[config.mk]
export PLATFORM = sky130hd
export DESIGN_NAME = serial_mgmt_slave
export DESIGN_NICKNAME = d
export VERILOG_FILES = /design/src/mgmt_pkg.sv /design/src/sync_if.sv /design/src/pin_filter.sv /design/src/serial_mgmt_slave.sv
export SDC_FILE = /design/constraint.sdc
export NUM_CORES = 1
export LEC_CHECK = 0
export BUFFER_PORTS_ARGS = -buffer_cell sky130_fd_sc_hd__clkbuf_2
export CAP_MARGIN = 5
export CORE_ASPECT_RATIO = 0.7
export CORE_MARGIN = 10
export CORE_UTILIZATION = 32
export CTS_CLUSTER_DIAMETER = 80
export DETAILED_ROUTE_END_ITERATION = 10
export GPL_ROUTABILITY_DRIVEN = 1
export GPL_TIMING_DRIVEN = 0
export SETUP_SLACK_MARGIN = 0.2
export SLEW_MARGIN = 5
export SYNTH_ARGS = -nofsm -noshare
export SYNTH_HDL_FRONTEND = slang
export SYNTH_SLANG_ARGS = --single-unit
[constraint.sdc]
create_clock -name clk -period 7.1 [get_ports clk]
set_clock_uncertainty 0.1 [all_clocks]
set_input_delay 0.355 -clock clk [delete_from_list [all_inputs] [get_ports clk]]
set_output_delay 0.355 -clock clk [all_outputs]
set_load 0.02 [all_outputs]
[src/mgmt_pkg.sv]
package mgmt_pkg;

  // ----------------------------------------------------------------
  // mode strap, framing and widths
  // ----------------------------------------------------------------
  localparam logic [1:0] STRAP_I2C = 2'h2;
  localparam logic [1:0] STRAP_SPI = 2'h3;
  localparam int WORD_BITS = 32;
  localparam int IDX_BITS = 8;
  localparam logic [1:0] DWORD_PAD = 2'h0;
  localparam logic [7:0] INDEX_DEFAULT_MAX = 8'hFF;

  // ----------------------------------------------------------------
  // serial instructions
  // ----------------------------------------------------------------
  localparam logic [7:0] CMD_READ = 8'h03;
  localparam logic [7:0] CMD_READ_INC = 8'h07;
  localparam logic [7:0] CMD_READ_DECREMENTING = 8'h0B;
  localparam logic [7:0] CMD_WRITE = 8'h02;
  localparam logic [7:0] CMD_WRITE_INC = 8'h06;
  localparam logic [7:0] CMD_WRITE_DECREMENTING = 8'h0A;

  // ----------------------------------------------------------------
  // bit and byte counts, two-wire slave address
  // ----------------------------------------------------------------
  localparam logic [5:0] SPI_HDR_LAST = 6'h0F;
  localparam logic [5:0] SPI_WORD_LAST = 6'h1F;
  localparam logic [3:0] I2C_BYTE_BITS = 4'h8;
  localparam logic [1:0] I2C_LAST_BYTE = 2'h3;
  localparam logic [6:0] I2C_SLAVE_ADDR = 7'h0A;

  // ----------------------------------------------------------------
  // timing
  // ----------------------------------------------------------------
  localparam int CLK_PERIOD_NS = 100;
  localparam int GLITCH_NS = 100;
  localparam int GLITCH_CYC_RAW = (GLITCH_NS + CLK_PERIOD_NS - 1) / CLK_PERIOD_NS;
  localparam int GLITCH_CYC = (GLITCH_CYC_RAW < 1) ? 1 : GLITCH_CYC_RAW;

  // ----------------------------------------------------------------
  // types
  // ----------------------------------------------------------------
  typedef enum logic [1:0] {
    STEP_FIXED = 2'b00,
    STEP_INC = 2'b01,
    STEP_DEC = 2'b10
  } step_t;

  typedef enum logic [2:0] {
    SPI_IDLE = 3'b000,
    SPI_HDR = 3'b001,
    SPI_RD = 3'b010,
    SPI_WR = 3'b011,
    SPI_HALT = 3'b100
  } spi_state_t;

  typedef enum logic [3:0] {
    I2C_IDLE = 4'b0000,
    I2C_CTRL = 4'b0001,
    I2C_CTRL_ACK = 4'b0010,
    I2C_REGA = 4'b0011,
    I2C_REGA_ACK = 4'b0100,
    I2C_TX = 4'b0101,
    I2C_HACK = 4'b0110,
    I2C_TX_NEXT = 4'b0111,
    I2C_LOAD = 4'b1000,
    I2C_IGNORE = 4'b1001
  } i2c_state_t;

  function automatic logic [7:0] step_index(input logic [7:0] idx, input step_t step,
                                            input logic [7:0] max_idx);
    step_index = idx;
    if (step == STEP_INC) begin
      step_index = (idx == max_idx) ? 8'h00 : idx + 8'h01;
    end else if (step == STEP_DEC) begin
      step_index = (idx == 8'h00) ? max_idx : idx - 8'h01;
    end
  endfunction

endpackage

[src/sync_if.sv]
`timescale 1ns/1ns
`default_nettype none
interface sync_if #(parameter int N = 5);
  logic [N-1:0] raw;
  logic [N-1:0] clean;
  modport filt (input raw, output clean);
  modport user (output raw, input clean);
endinterface
`default_nettype wire

[src/pin_filter.sv]
`timescale 1ns/1ns
`default_nettype none
module pin_filter #(
  parameter int N = 5,
  parameter int FILT_CYC = mgmt_pkg::GLITCH_CYC,
  parameter logic [N-1:0] IDLE = '1
) (
  // clock and reset
  input wire logic clk,
  input wire logic rst_n,
  // pins in, filtered levels out
  sync_if.filt pins
);
  localparam int CW = $clog2(FILT_CYC + 1);

  if (FILT_CYC < 1 || N < 1) begin : g_bad_param
    $error("pin_filter: bad parameters");
  end

  // ----------------------------------------------------------------
  // three-stage sync, then hold-off before accepting a new level
  // ----------------------------------------------------------------
  for (genvar g = 0; g < N; g++) begin : g_bit
    logic [2:0] sh_q;
    logic [CW-1:0] cnt_q;
    logic out_q;
    wire logic agree = (sh_q[1] == sh_q[2]);
    wire logic change = agree && (sh_q[2] != out_q);

    always_ff @(posedge clk or negedge rst_n) begin
      if (!rst_n) begin
        sh_q <= {3{IDLE[g]}};
        cnt_q <= '0;
        out_q <= IDLE[g];
      end else begin
        sh_q <= {sh_q[1:0], pins.raw[g]};
        // a pulse that does not stay for the full hold-off is dropped
        if (!change) begin
          cnt_q <= '0;
        end else if (cnt_q == CW'(FILT_CYC - 1)) begin
          out_q <= sh_q[2];
          cnt_q <= '0;
        end else begin
          cnt_q <= cnt_q + CW'(1);
        end
      end
    end

    assign pins.clean[g] = out_q;
  end
endmodule
`default_nettype wire

[src/serial_mgmt_slave.sv]
`timescale 1ns/1ns
`default_nettype none
module serial_mgmt_slave #(
  parameter logic [7:0] MAX_INDEX = mgmt_pkg::INDEX_DEFAULT_MAX
) (
  // clock and reset
  input wire logic clk,
  input wire logic rst_n,
  // mode strap
  input wire logic [1:0] mode_strap,
  // four-wire port
  input wire logic spi_clk,
  input wire logic serial_select_low,
  input wire logic spi_di,
  output logic spi_do,
  output logic spi_do_oe,
  // two-wire port
  input wire logic i2c_clk,
  input wire logic i2c_data_in,
  output logic i2c_data_out,
  output logic i2c_data_oe,
  // register access
  output logic [9:0] reg_rd_addr,
  output logic reg_rd_strobe,
  input wire logic [31:0] reg_rdata,
  input wire logic reg_present,
  output logic [9:0] reg_op_addr,
  output logic reg_rd_done,
  output logic reg_wr,
  output logic [31:0] reg_wdata
);
  // ----------------------------------------------------------------
  // input conditioning
  // ----------------------------------------------------------------
  sync_if #(.N(5)) pins ();
  logic [4:0] prev_q;

  assign pins.raw = {i2c_data_in, i2c_clk, spi_di, serial_select_low, spi_clk};

  pin_filter #(.N(5), .FILT_CYC(mgmt_pkg::GLITCH_CYC), .IDLE(5'h1A)) u_filter (
    .clk(clk),
    .rst_n(rst_n),
    .pins(pins)
  );

  wire logic s_sck = pins.clean[0];
  wire logic s_sel_n = pins.clean[1];
  wire logic s_si = pins.clean[2];
  wire logic s_scl = pins.clean[3];
  wire logic s_sda = pins.clean[4];

  always_ff @(posedge clk or negedge rst_n) begin
    if (!rst_n) begin
      prev_q <= 5'h1A;
    end else begin
      prev_q <= pins.clean;
    end
  end

  wire logic sck_rise = s_sck && !prev_q[0];
  wire logic sck_fall = !s_sck && prev_q[0];
  wire logic scl_rise = s_scl && !prev_q[3];
  wire logic scl_fall = !s_scl && prev_q[3];
  wire logic i2c_start = prev_q[4] && !s_sda && s_scl && prev_q[3];
  wire logic i2c_stop = !prev_q[4] && s_sda && s_scl && prev_q[3];

  // ----------------------------------------------------------------
  // strap capture after reset release
  // ----------------------------------------------------------------
  logic [1:0] mode_q;
  logic mode_vld_q;

  always_ff @(posedge clk or negedge rst_n) begin
    if (!rst_n) begin
      mode_q <= 2'h0;
      mode_vld_q <= 1'b0;
    end else if (!mode_vld_q) begin
      mode_q <= mode_strap;
      mode_vld_q <= 1'b1;
    end
  end

  wire logic spi_en = mode_vld_q && (mode_q == mgmt_pkg::STRAP_SPI);
  wire logic i2c_en = mode_vld_q && (mode_q == mgmt_pkg::STRAP_I2C);
  wire logic [31:0] rdata_m = reg_present ? reg_rdata : 32'h0000_0000;

  // ----------------------------------------------------------------
  // four-wire engine
  // ----------------------------------------------------------------
  mgmt_pkg::spi_state_t spi_st_q;
  mgmt_pkg::step_t spi_step_q;
  logic [5:0] spi_cnt_q;
  logic [31:0] spi_sr_q;
  logic [31:0] spi_out_q;
  logic [7:0] spi_addr_q;
  logic spi_do_q;
  logic spi_oe_q;

  wire logic spi_sel = spi_en && !s_sel_n;
  wire logic [15:0] hdr = {spi_sr_q[14:0], s_si};
  wire logic [7:0] hdr_cmd = hdr[15:8];
  wire logic [7:0] hdr_idx = hdr[7:0];
  wire logic hdr_done = (spi_st_q == mgmt_pkg::SPI_HDR) && sck_rise && (spi_cnt_q == mgmt_pkg::SPI_HDR_LAST);
  wire logic hdr_rd = (hdr_cmd == mgmt_pkg::CMD_READ) || (hdr_cmd == mgmt_pkg::CMD_READ_INC)
                      || (hdr_cmd == mgmt_pkg::CMD_READ_DECREMENTING);
  wire logic hdr_wr = (hdr_cmd == mgmt_pkg::CMD_WRITE) || (hdr_cmd == mgmt_pkg::CMD_WRITE_INC)
                      || (hdr_cmd == mgmt_pkg::CMD_WRITE_DECREMENTING);
  wire mgmt_pkg::step_t hdr_step =
    ((hdr_cmd == mgmt_pkg::CMD_READ_INC) || (hdr_cmd == mgmt_pkg::CMD_WRITE_INC)) ? mgmt_pkg::STEP_INC :
    ((hdr_cmd == mgmt_pkg::CMD_READ_DECREMENTING) || (hdr_cmd == mgmt_pkg::CMD_WRITE_DECREMENTING)) ? mgmt_pkg::STEP_DEC :
    mgmt_pkg::STEP_FIXED;
  wire logic spi_word_done = sck_rise && (spi_cnt_q == mgmt_pkg::SPI_WORD_LAST);
  wire logic [7:0] spi_next_idx = mgmt_pkg::step_index(spi_addr_q, spi_step_q, MAX_INDEX);
  wire logic spi_cap = (hdr_done && hdr_rd) || ((spi_st_q == mgmt_pkg::SPI_RD) && spi_word_done);
  wire logic [7:0] spi_cap_idx = hdr_done ? hdr_idx : spi_next_idx;
  // side effect only after whole word
  wire logic spi_commit = (spi_st_q == mgmt_pkg::SPI_RD) && spi_word_done;
  wire logic spi_wr_ev = (spi_st_q == mgmt_pkg::SPI_WR) && spi_word_done;

  always_ff @(posedge clk or negedge rst_n) begin
    if (!rst_n) begin
      spi_st_q <= mgmt_pkg::SPI_IDLE;
      spi_step_q <= mgmt_pkg::STEP_FIXED;
      spi_cnt_q <= 6'h00;
      spi_addr_q <= 8'h00;
    end else if (!spi_sel) begin
      // select high aborts, partial words dropped
      spi_st_q <= mgmt_pkg::SPI_IDLE;
      spi_cnt_q <= 6'h00;
    end else begin
      case (spi_st_q)
        mgmt_pkg::SPI_IDLE: begin
          spi_st_q <= mgmt_pkg::SPI_HDR;
          spi_cnt_q <= 6'h00;
        end
        mgmt_pkg::SPI_HDR: begin
          if (hdr_done) begin
            spi_cnt_q <= 6'h00;
            spi_addr_q <= hdr_idx;
            spi_step_q <= hdr_step;
            spi_st_q <= hdr_rd ? mgmt_pkg::SPI_RD : (hdr_wr ? mgmt_pkg::SPI_WR : mgmt_pkg::SPI_HALT);
          end else if (sck_rise) begin
            spi_cnt_q <= spi_cnt_q + 6'h01;
          end
        end
        mgmt_pkg::SPI_RD, mgmt_pkg::SPI_WR: begin
          if (spi_word_done) begin
            spi_cnt_q <= 6'h00;
            spi_addr_q <= spi_next_idx;
          end else if (sck_rise) begin
            spi_cnt_q <= spi_cnt_q + 6'h01;
          end
        end
        default: begin
          spi_st_q <= mgmt_pkg::SPI_HALT;
        end
      endcase
    end
  end

  always_ff @(posedge clk or negedge rst_n) begin
    if (!rst_n) begin
      spi_sr_q <= 32'h0000_0000;
    end else if (spi_sel && sck_rise) begin
      spi_sr_q <= {spi_sr_q[30:0], s_si};
    end
  end

  // shift out on falling edges, msb first
  always_ff @(posedge clk or negedge rst_n) begin
    if (!rst_n) begin
      spi_out_q <= 32'h0000_0000;
      spi_do_q <= 1'b0;
      spi_oe_q <= 1'b0;
    end else if (spi_cap) begin
      spi_out_q <= rdata_m;
    end else if (!spi_sel || (spi_st_q != mgmt_pkg::SPI_RD)) begin
      spi_oe_q <= 1'b0;
    end else if (sck_fall) begin
      spi_do_q <= spi_out_q[31];
      spi_out_q <= {spi_out_q[30:0], 1'b0};
      spi_oe_q <= 1'b1;
    end
  end

  // float as soon as select goes high
  assign spi_do = spi_do_q;
  assign spi_do_oe = spi_oe_q && spi_sel;

  // ----------------------------------------------------------------
  // two-wire engine
  // ----------------------------------------------------------------
  mgmt_pkg::i2c_state_t i_st_q;
  logic [3:0] i_cnt_q;
  logic [1:0] i_byte_q;
  logic [7:0] i_sr_q;
  logic [7:0] i_addr_q;
  logic [31:0] i_word_q;
  logic i_rw_q;
  logic i_multi_q;
  logic i_oe_q;

  wire logic i_nack = s_sda;
  wire logic i_hack = (i_st_q == mgmt_pkg::I2C_HACK) && scl_rise;
  wire logic i_last = (i_byte_q == mgmt_pkg::I2C_LAST_BYTE);
  // wrap to zero past the top
  wire logic [7:0] i_next_idx = mgmt_pkg::step_index(i_addr_q, mgmt_pkg::STEP_INC, MAX_INDEX);
  // capture, then send high byte first
  wire logic i_cap = scl_fall && (((i_st_q == mgmt_pkg::I2C_CTRL_ACK) && i_rw_q) || (i_st_q == mgmt_pkg::I2C_LOAD));
  // commit only after the fourth byte
  wire logic i_commit = i_hack && i_last;

  always_ff @(posedge clk or negedge rst_n) begin
    if (!rst_n) begin
      i_st_q <= mgmt_pkg::I2C_IDLE;
      i_cnt_q <= 4'h0;
      i_byte_q <= 2'h0;
      i_sr_q <= 8'h00;
      i_addr_q <= 8'h00;
      i_word_q <= 32'h0000_0000;
      i_rw_q <= 1'b0;
      i_multi_q <= 1'b0;
      i_oe_q <= 1'b0;
    end else if (!i2c_en) begin
      i_st_q <= mgmt_pkg::I2C_IDLE;
      i_oe_q <= 1'b0;
    end else if (i2c_start || i2c_stop) begin
      // stray start restarts at the control byte at once, stray stop goes idle
      i_st_q <= i2c_start ? mgmt_pkg::I2C_CTRL : mgmt_pkg::I2C_IDLE;
      i_cnt_q <= 4'h0;
      i_oe_q <= 1'b0;
    end else if (i_cap) begin
      i_word_q <= rdata_m;
      i_oe_q <= !rdata_m[31];
      i_cnt_q <= 4'h0;
      i_st_q <= mgmt_pkg::I2C_TX;
    end else begin
      case (i_st_q)
        mgmt_pkg::I2C_CTRL, mgmt_pkg::I2C_REGA: begin
          if (scl_rise) begin
            i_sr_q <= {i_sr_q[6:0], s_sda};
            i_cnt_q <= i_cnt_q + 4'h1;
          end else if (scl_fall && (i_cnt_q == mgmt_pkg::I2C_BYTE_BITS)) begin
            i_cnt_q <= 4'h0;
            if (i_st_q == mgmt_pkg::I2C_REGA) begin
              // keep the index for later reads
              i_addr_q <= i_sr_q;
              i_oe_q <= 1'b1;
              i_st_q <= mgmt_pkg::I2C_REGA_ACK;
            end else if (i_sr_q[7:1] == mgmt_pkg::I2C_SLAVE_ADDR) begin
              i_rw_q <= i_sr_q[0];
              i_multi_q <= 1'b0;
              i_byte_q <= 2'h0;
              i_oe_q <= 1'b1;
              i_st_q <= mgmt_pkg::I2C_CTRL_ACK;
            end else begin
              i_st_q <= mgmt_pkg::I2C_IGNORE;
            end
          end
        end
        mgmt_pkg::I2C_CTRL_ACK: begin
          if (scl_fall) begin
            i_oe_q <= 1'b0;
            i_st_q <= mgmt_pkg::I2C_REGA;
          end
        end
        mgmt_pkg::I2C_REGA_ACK: begin
          // data bytes of a write are not handled here
          if (scl_fall) begin
            i_oe_q <= 1'b0;
            i_st_q <= mgmt_pkg::I2C_IGNORE;
          end
        end
        mgmt_pkg::I2C_TX: begin
          if (scl_rise) begin
            i_cnt_q <= i_cnt_q + 4'h1;
          end else if (scl_fall && (i_cnt_q == mgmt_pkg::I2C_BYTE_BITS)) begin
            i_oe_q <= 1'b0;
            i_st_q <= mgmt_pkg::I2C_HACK;
          end else if (scl_fall) begin
            i_oe_q <= !i_word_q[30];
            i_word_q <= {i_word_q[30:0], 1'b0};
          end
        end
        mgmt_pkg::I2C_HACK: begin
          // address moves only in a multi-read
          if (i_hack && i_last) begin
            i_byte_q <= 2'h0;
            if (!i_nack || i_multi_q) begin
              i_addr_q <= i_next_idx;
            end
            i_multi_q <= i_multi_q || !i_nack;
            i_st_q <= i_nack ? mgmt_pkg::I2C_IGNORE : mgmt_pkg::I2C_LOAD;
          end else if (i_hack) begin
            i_byte_q <= i_byte_q + 2'h1;
            i_st_q <= i_nack ? mgmt_pkg::I2C_IGNORE : mgmt_pkg::I2C_TX_NEXT;
          end
        end
        mgmt_pkg::I2C_TX_NEXT: begin
          if (scl_fall) begin
            i_oe_q <= !i_word_q[30];
            i_word_q <= {i_word_q[30:0], 1'b0};
            i_cnt_q <= 4'h0;
            i_st_q <= mgmt_pkg::I2C_TX;
          end
        end
        default: begin
          i_oe_q <= 1'b0;
        end
      endcase
    end
  end

  // open drain: only ever pulls low
  assign i2c_data_out = 1'b0;
  assign i2c_data_oe = i_oe_q;

  // ----------------------------------------------------------------
  // register access port
  // ----------------------------------------------------------------
  logic rd_done_q;
  logic wr_q;
  logic [9:0] op_addr_q;
  logic [31:0] wdata_q;

  assign reg_rd_addr = {(spi_en ? spi_cap_idx : i_addr_q), mgmt_pkg::DWORD_PAD};
  assign reg_rd_strobe = spi_cap || i_cap;

  always_ff @(posedge clk or negedge rst_n) begin
    if (!rst_n) begin
      rd_done_q <= 1'b0;
      wr_q <= 1'b0;
      op_addr_q <= 10'h000;
      wdata_q <= 32'h0000_0000;
    end else begin
      rd_done_q <= spi_commit || i_commit;
      wr_q <= spi_wr_ev;
      if (spi_commit || spi_wr_ev || i_commit) begin
        op_addr_q <= {(spi_en ? spi_addr_q : i_addr_q), mgmt_pkg::DWORD_PAD};
      end
      if (spi_wr_ev) begin
        wdata_q <= {spi_sr_q[30:0], s_si};
      end
    end
  end

  assign reg_op_addr = op_addr_q;
  assign reg_rd_done = rd_done_q;
  assign reg_wr = wr_q;
  assign reg_wdata = wdata_q;
endmodule
`default_nettype wire

==> impl_results.md <==
* Layout net count at 1,174
* Post-synthesis cell type count at slightly below 80
* Mapped Area at between 10,000 and 15,000 um^2
* CP max-delay cell: nor4_2
* Commonest non-fill, non-tap cell in the layout: dfrtp_1
* F_max at 0.284 GHz
* Post-synthesis instance total at 982
* Root Driver: clkbuf_16
* Post-synthesis sequential area ratio at 52.4%
* Core Box Area at about 31,000 um^2
* Slew @ Worst Pin at roughly 1.1 ns
* Slew Limit Fails at 0
* Starting density of the core at 32.5%
* Async S/R FF share, synth at 100%
* Grt total ovfl at 0
* Clock Tree Buf Depth at 3
* Most common flop cell mapped by yosys: dfrtp_1
* Synth-to-layout area growth at 20.4%
* Die area at 39,400 um^2
* Yosys reg bits at 212
* Syn_area_per_cell at 10.3 um^2
* Vias in the first global route at 8,058
* Tcrit/Tclk final at 49.6%
* Iteration-0 DRC count of the detailed router at 700
* CP Launch Type: flop
* CP arrival at 3.06 ns
* Final Hold Fails at 0
* First-pass GRT wire length at 43,900 um
* Num CTS Buffers at 24
* Yosys Warn Count at 0
* Layout cells sized above 1 at 23.7%
* Unrepaired setup endpoints after global routing: false
* Drt drc at 0
* Routed wire length at 26,400 um
* Final setup vio count at 0
* Crit path capture type: primary output
* Vias post-DR at 8,048
* Drt wl/cell at 16.9 um
* Port bufs at 94
* CP Cell Sequence: clkbuf_1 > nor4_2 > nand3_1 > nand2_1 > o22ai_1 > o21ai_0 > clkbuf_2
* Chip width at around 230 um
* Post-Layout Cell Count at 1,562
* Via density per instance at 5.15
* # IOs at between 100 and 150
* Placed insts at roughly 1,500
* TNS Setup at 0 ns
* Antenna viol nets, final at 0
* Setup WS post-layout at 3.58 ns
* CTS tree: yes
* Cell Rows at 54
* Min Tclk post-route at 3.52 ns
* Drt first pass iters at 5
* Place WS at 4.19 ns
* Clk pin slew, worst setup/hold paths at approximately 0.060 ns
* Max Cap Violations at 0
* Clock latency at the later pin of the worst-skew pair at approximately 0.52 ns
* Maximum number of pins on one net before global-route repair at 107
* Final RePlAce weighted congestion at 0.901
* Fillers at 3,113
* Detailed-placement wirelength estimate at around 19,000 um
* Most frequent cells in the layout: dfrtp_1 (198), nand2_1 (112), nor2_1 (99)
* Post-cts sizing count at 0
* Maximum fanout along the worst path at 10
* Max-slew headroom at the worst pin at 28.2%
* Leakage power at around 5.6 nW
* Outcome: complete, no violations
* Die H at 169 um
* Power Dens Cells at 221 nW/um^2
* WS Path Type: reg2out
* Max IR drop VDD at between 0.15 and 0.2 mV
* Clock sink total at approximately 210
* H-tree depth at 1
* Initial antenna violation count at 0
* Delay-heaviest family, CP: simple AND/OR/NAND/NOR gates
* Max stage delay on crit path at between 0.6 and 0.7 ns
* Ant diodes at 0
* CP Buf/Inv Count at 2
* Post-synth EDFFs at 0
* Hold WC Path Type: in2reg
* Required time worst endpoint at 6.64 ns
* Total GRT Usage at between 10% and 20%
* # Post-CTS Setup Buffers at 0
[report_power, final]
group          leakage, nW  internal [mW]  switching, mW  total [mW]
clock network        0.410          0.764          0.527        1.29
logic                 2.51         0.0616         0.0921       0.154
registers             2.68           1.24         0.0229        1.26
[path summary, 6_finish.rpt]
kind / start / to / slack (ns) / cells past startpoint
max: spi_addr_q[4] / reg_rd_addr[2] / 3.58 / 7
min: reg_rdata[12] / i_word_q[12] / 0.02 / 3
max reg2reg: prev_q[3] / i_st_q[0] / 4.37 / 7
min reg2reg: u_filter.g_bit[0].sh_q[0] / u_filter.g_bit[0].sh_q[1] / 0.25 / 0
max in group asynchronous: rst_n / u_filter.g_bit[1].out_q / 5.53 / 4
min in group asynchronous: rst_n / i_word_q[21] / 0.15 / 2
[area by class of cell]
| cell class | instances | area, um^2 | area share, % |
|---|---|---|---|
| Clock inverter | 13 | 149 | 1.22 |
| Timing Repair Buffer | 112 | 694 | 5.68 |
| Sequential cell | 212 | 5320 | 43.5 |
| Multi-Input combinational cell | 694 | 4480 | 36.7 |
| Inverter | 15 | 56.3 | 0.461 |
| Clock buffer | 31 | 687 | 5.62 |
| Tap cell | 420 | 526 | 4.30 |
| Buffer | 65 | 304 | 2.49 |
[flip-flops by register name, summed over array words and instances, names as in the netlist, 5 cells and up]
name	count
u_filter.g_bit.sh_q	15
spi_cnt_q	6
spi_addr_q	8
i_sr_q	8
u_filter.g_bit.out_q	5
spi_sr_q	31
i_word_q	31
reg_wdata	32
i_addr_q	8
reg_op_addr	8
spi_out_q	32
[Yosys cell counts, types with 3 or more instances]
library cell,number,share of area (%)
dfrtp_1,198,49
nand2_1,112,4.1
nor2_1,99,3.7
mux2_2,74,8.2
o21ai_0,51,2.5
nand3_1,48,2.4
a21oi_1,45,2.2
clkbuf_1,45,1.7
a221o_1,34,3.4
a31oi_1,34,2.1
inv_1,15,0.55
dfstp_2,14,3.6
nor3_1,12,0.59
nand2b_1,10,0.62
nor2b_1,10,0.62
buf_2,8,0.39
ha_1,8,0.99
mux2i_1,8,0.79
buf_4,7,0.52
and3_1,6,0.37
nand3b_1,6,0.44
nand4_1,6,0.37
nor3b_1,6,0.44
nor4b_1,6,0.52
o31ai_1,6,0.44
a211oi_1,5,0.37
a21boi_0,5,0.37
a22oi_1,5,0.37
maj3_1,5,0.49
or2_2,5,0.31
a21o_1,4,0.30
and3b_1,4,0.35
nor4_1,4,0.25
a22o_1,3,0.26
a31o_2,3,0.26
a41o_1,3,0.30
and2_1,3,0.18
buf_6,3,0.33
nand4b_1,3,0.26
nor4_2,3,0.37
o211ai_1,3,0.22
o22a_1,3,0.26
or3b_2,3,0.26
xor2_1,3,0.26
[what timing repair did]
item | 4_1_cts | 5_1_grt
endpoints found under the hold margin | 61 | 0
endpoints found under the setup margin | 0 | 0
hold buffers | 16 | 0
[metrics by stage]
stage,area (um^2),utilization [%],power [mW],hold WS [ns]
after floorplan,10200,-,1.36,-0.0406
after global placement,11200,35.8,1.43,0.234
after detailed placement,11200,36.0,1.43,0.144
after CTS,12200,39.2,2.75,0.000973
after global routing,12200,39.2,2.82,0.0119
final,12200,39.2,2.71,0.0202
[logic make-up (layout without fill, tap and decap cells)]
family | count (synthesis) | in the layout | synth area share [%]
mux | 82 | 82 | 9.00
flops | 212 | 212 | 52.4
compound gates | 231 | 231 | 15.7
other cells | 2 | 6 | 0.0740
simple gates | 358 | 358 | 17.5
xor+xnor | 4 | 4 | 0.345
fa+ha+maj | 13 | 13 | 1.48
buf+inv | 80 | 236 | 3.55
[worst register-to-register path, stage by stage (launching register included)]
cell,delay (ns)
dfstp_2,0.53
buf_4,0.15
nor2b_1,0.41
o211a_1,0.22
clkbuf_1,0.32
nor2_1,0.12
a2bb2oi_1,0.38
mux2_2,0.38
[layer usage]
| layer | vias to the layer above | global-route usage (%) | part of all wire [%] |
|---|---|---|---|
| li1 | 3851 | - | - |
| met1 | 3959 | 20.0 | 50 |
| met2 | 201 | 19.2 | 42 |
| met3 | 37 | 2.30 | 5.2 |
| met4 | 0 | 3.10 | 2.2 |
| met5 | - | 0 | 0 |
Note: power is estimated with default switching activity, not from simulation.
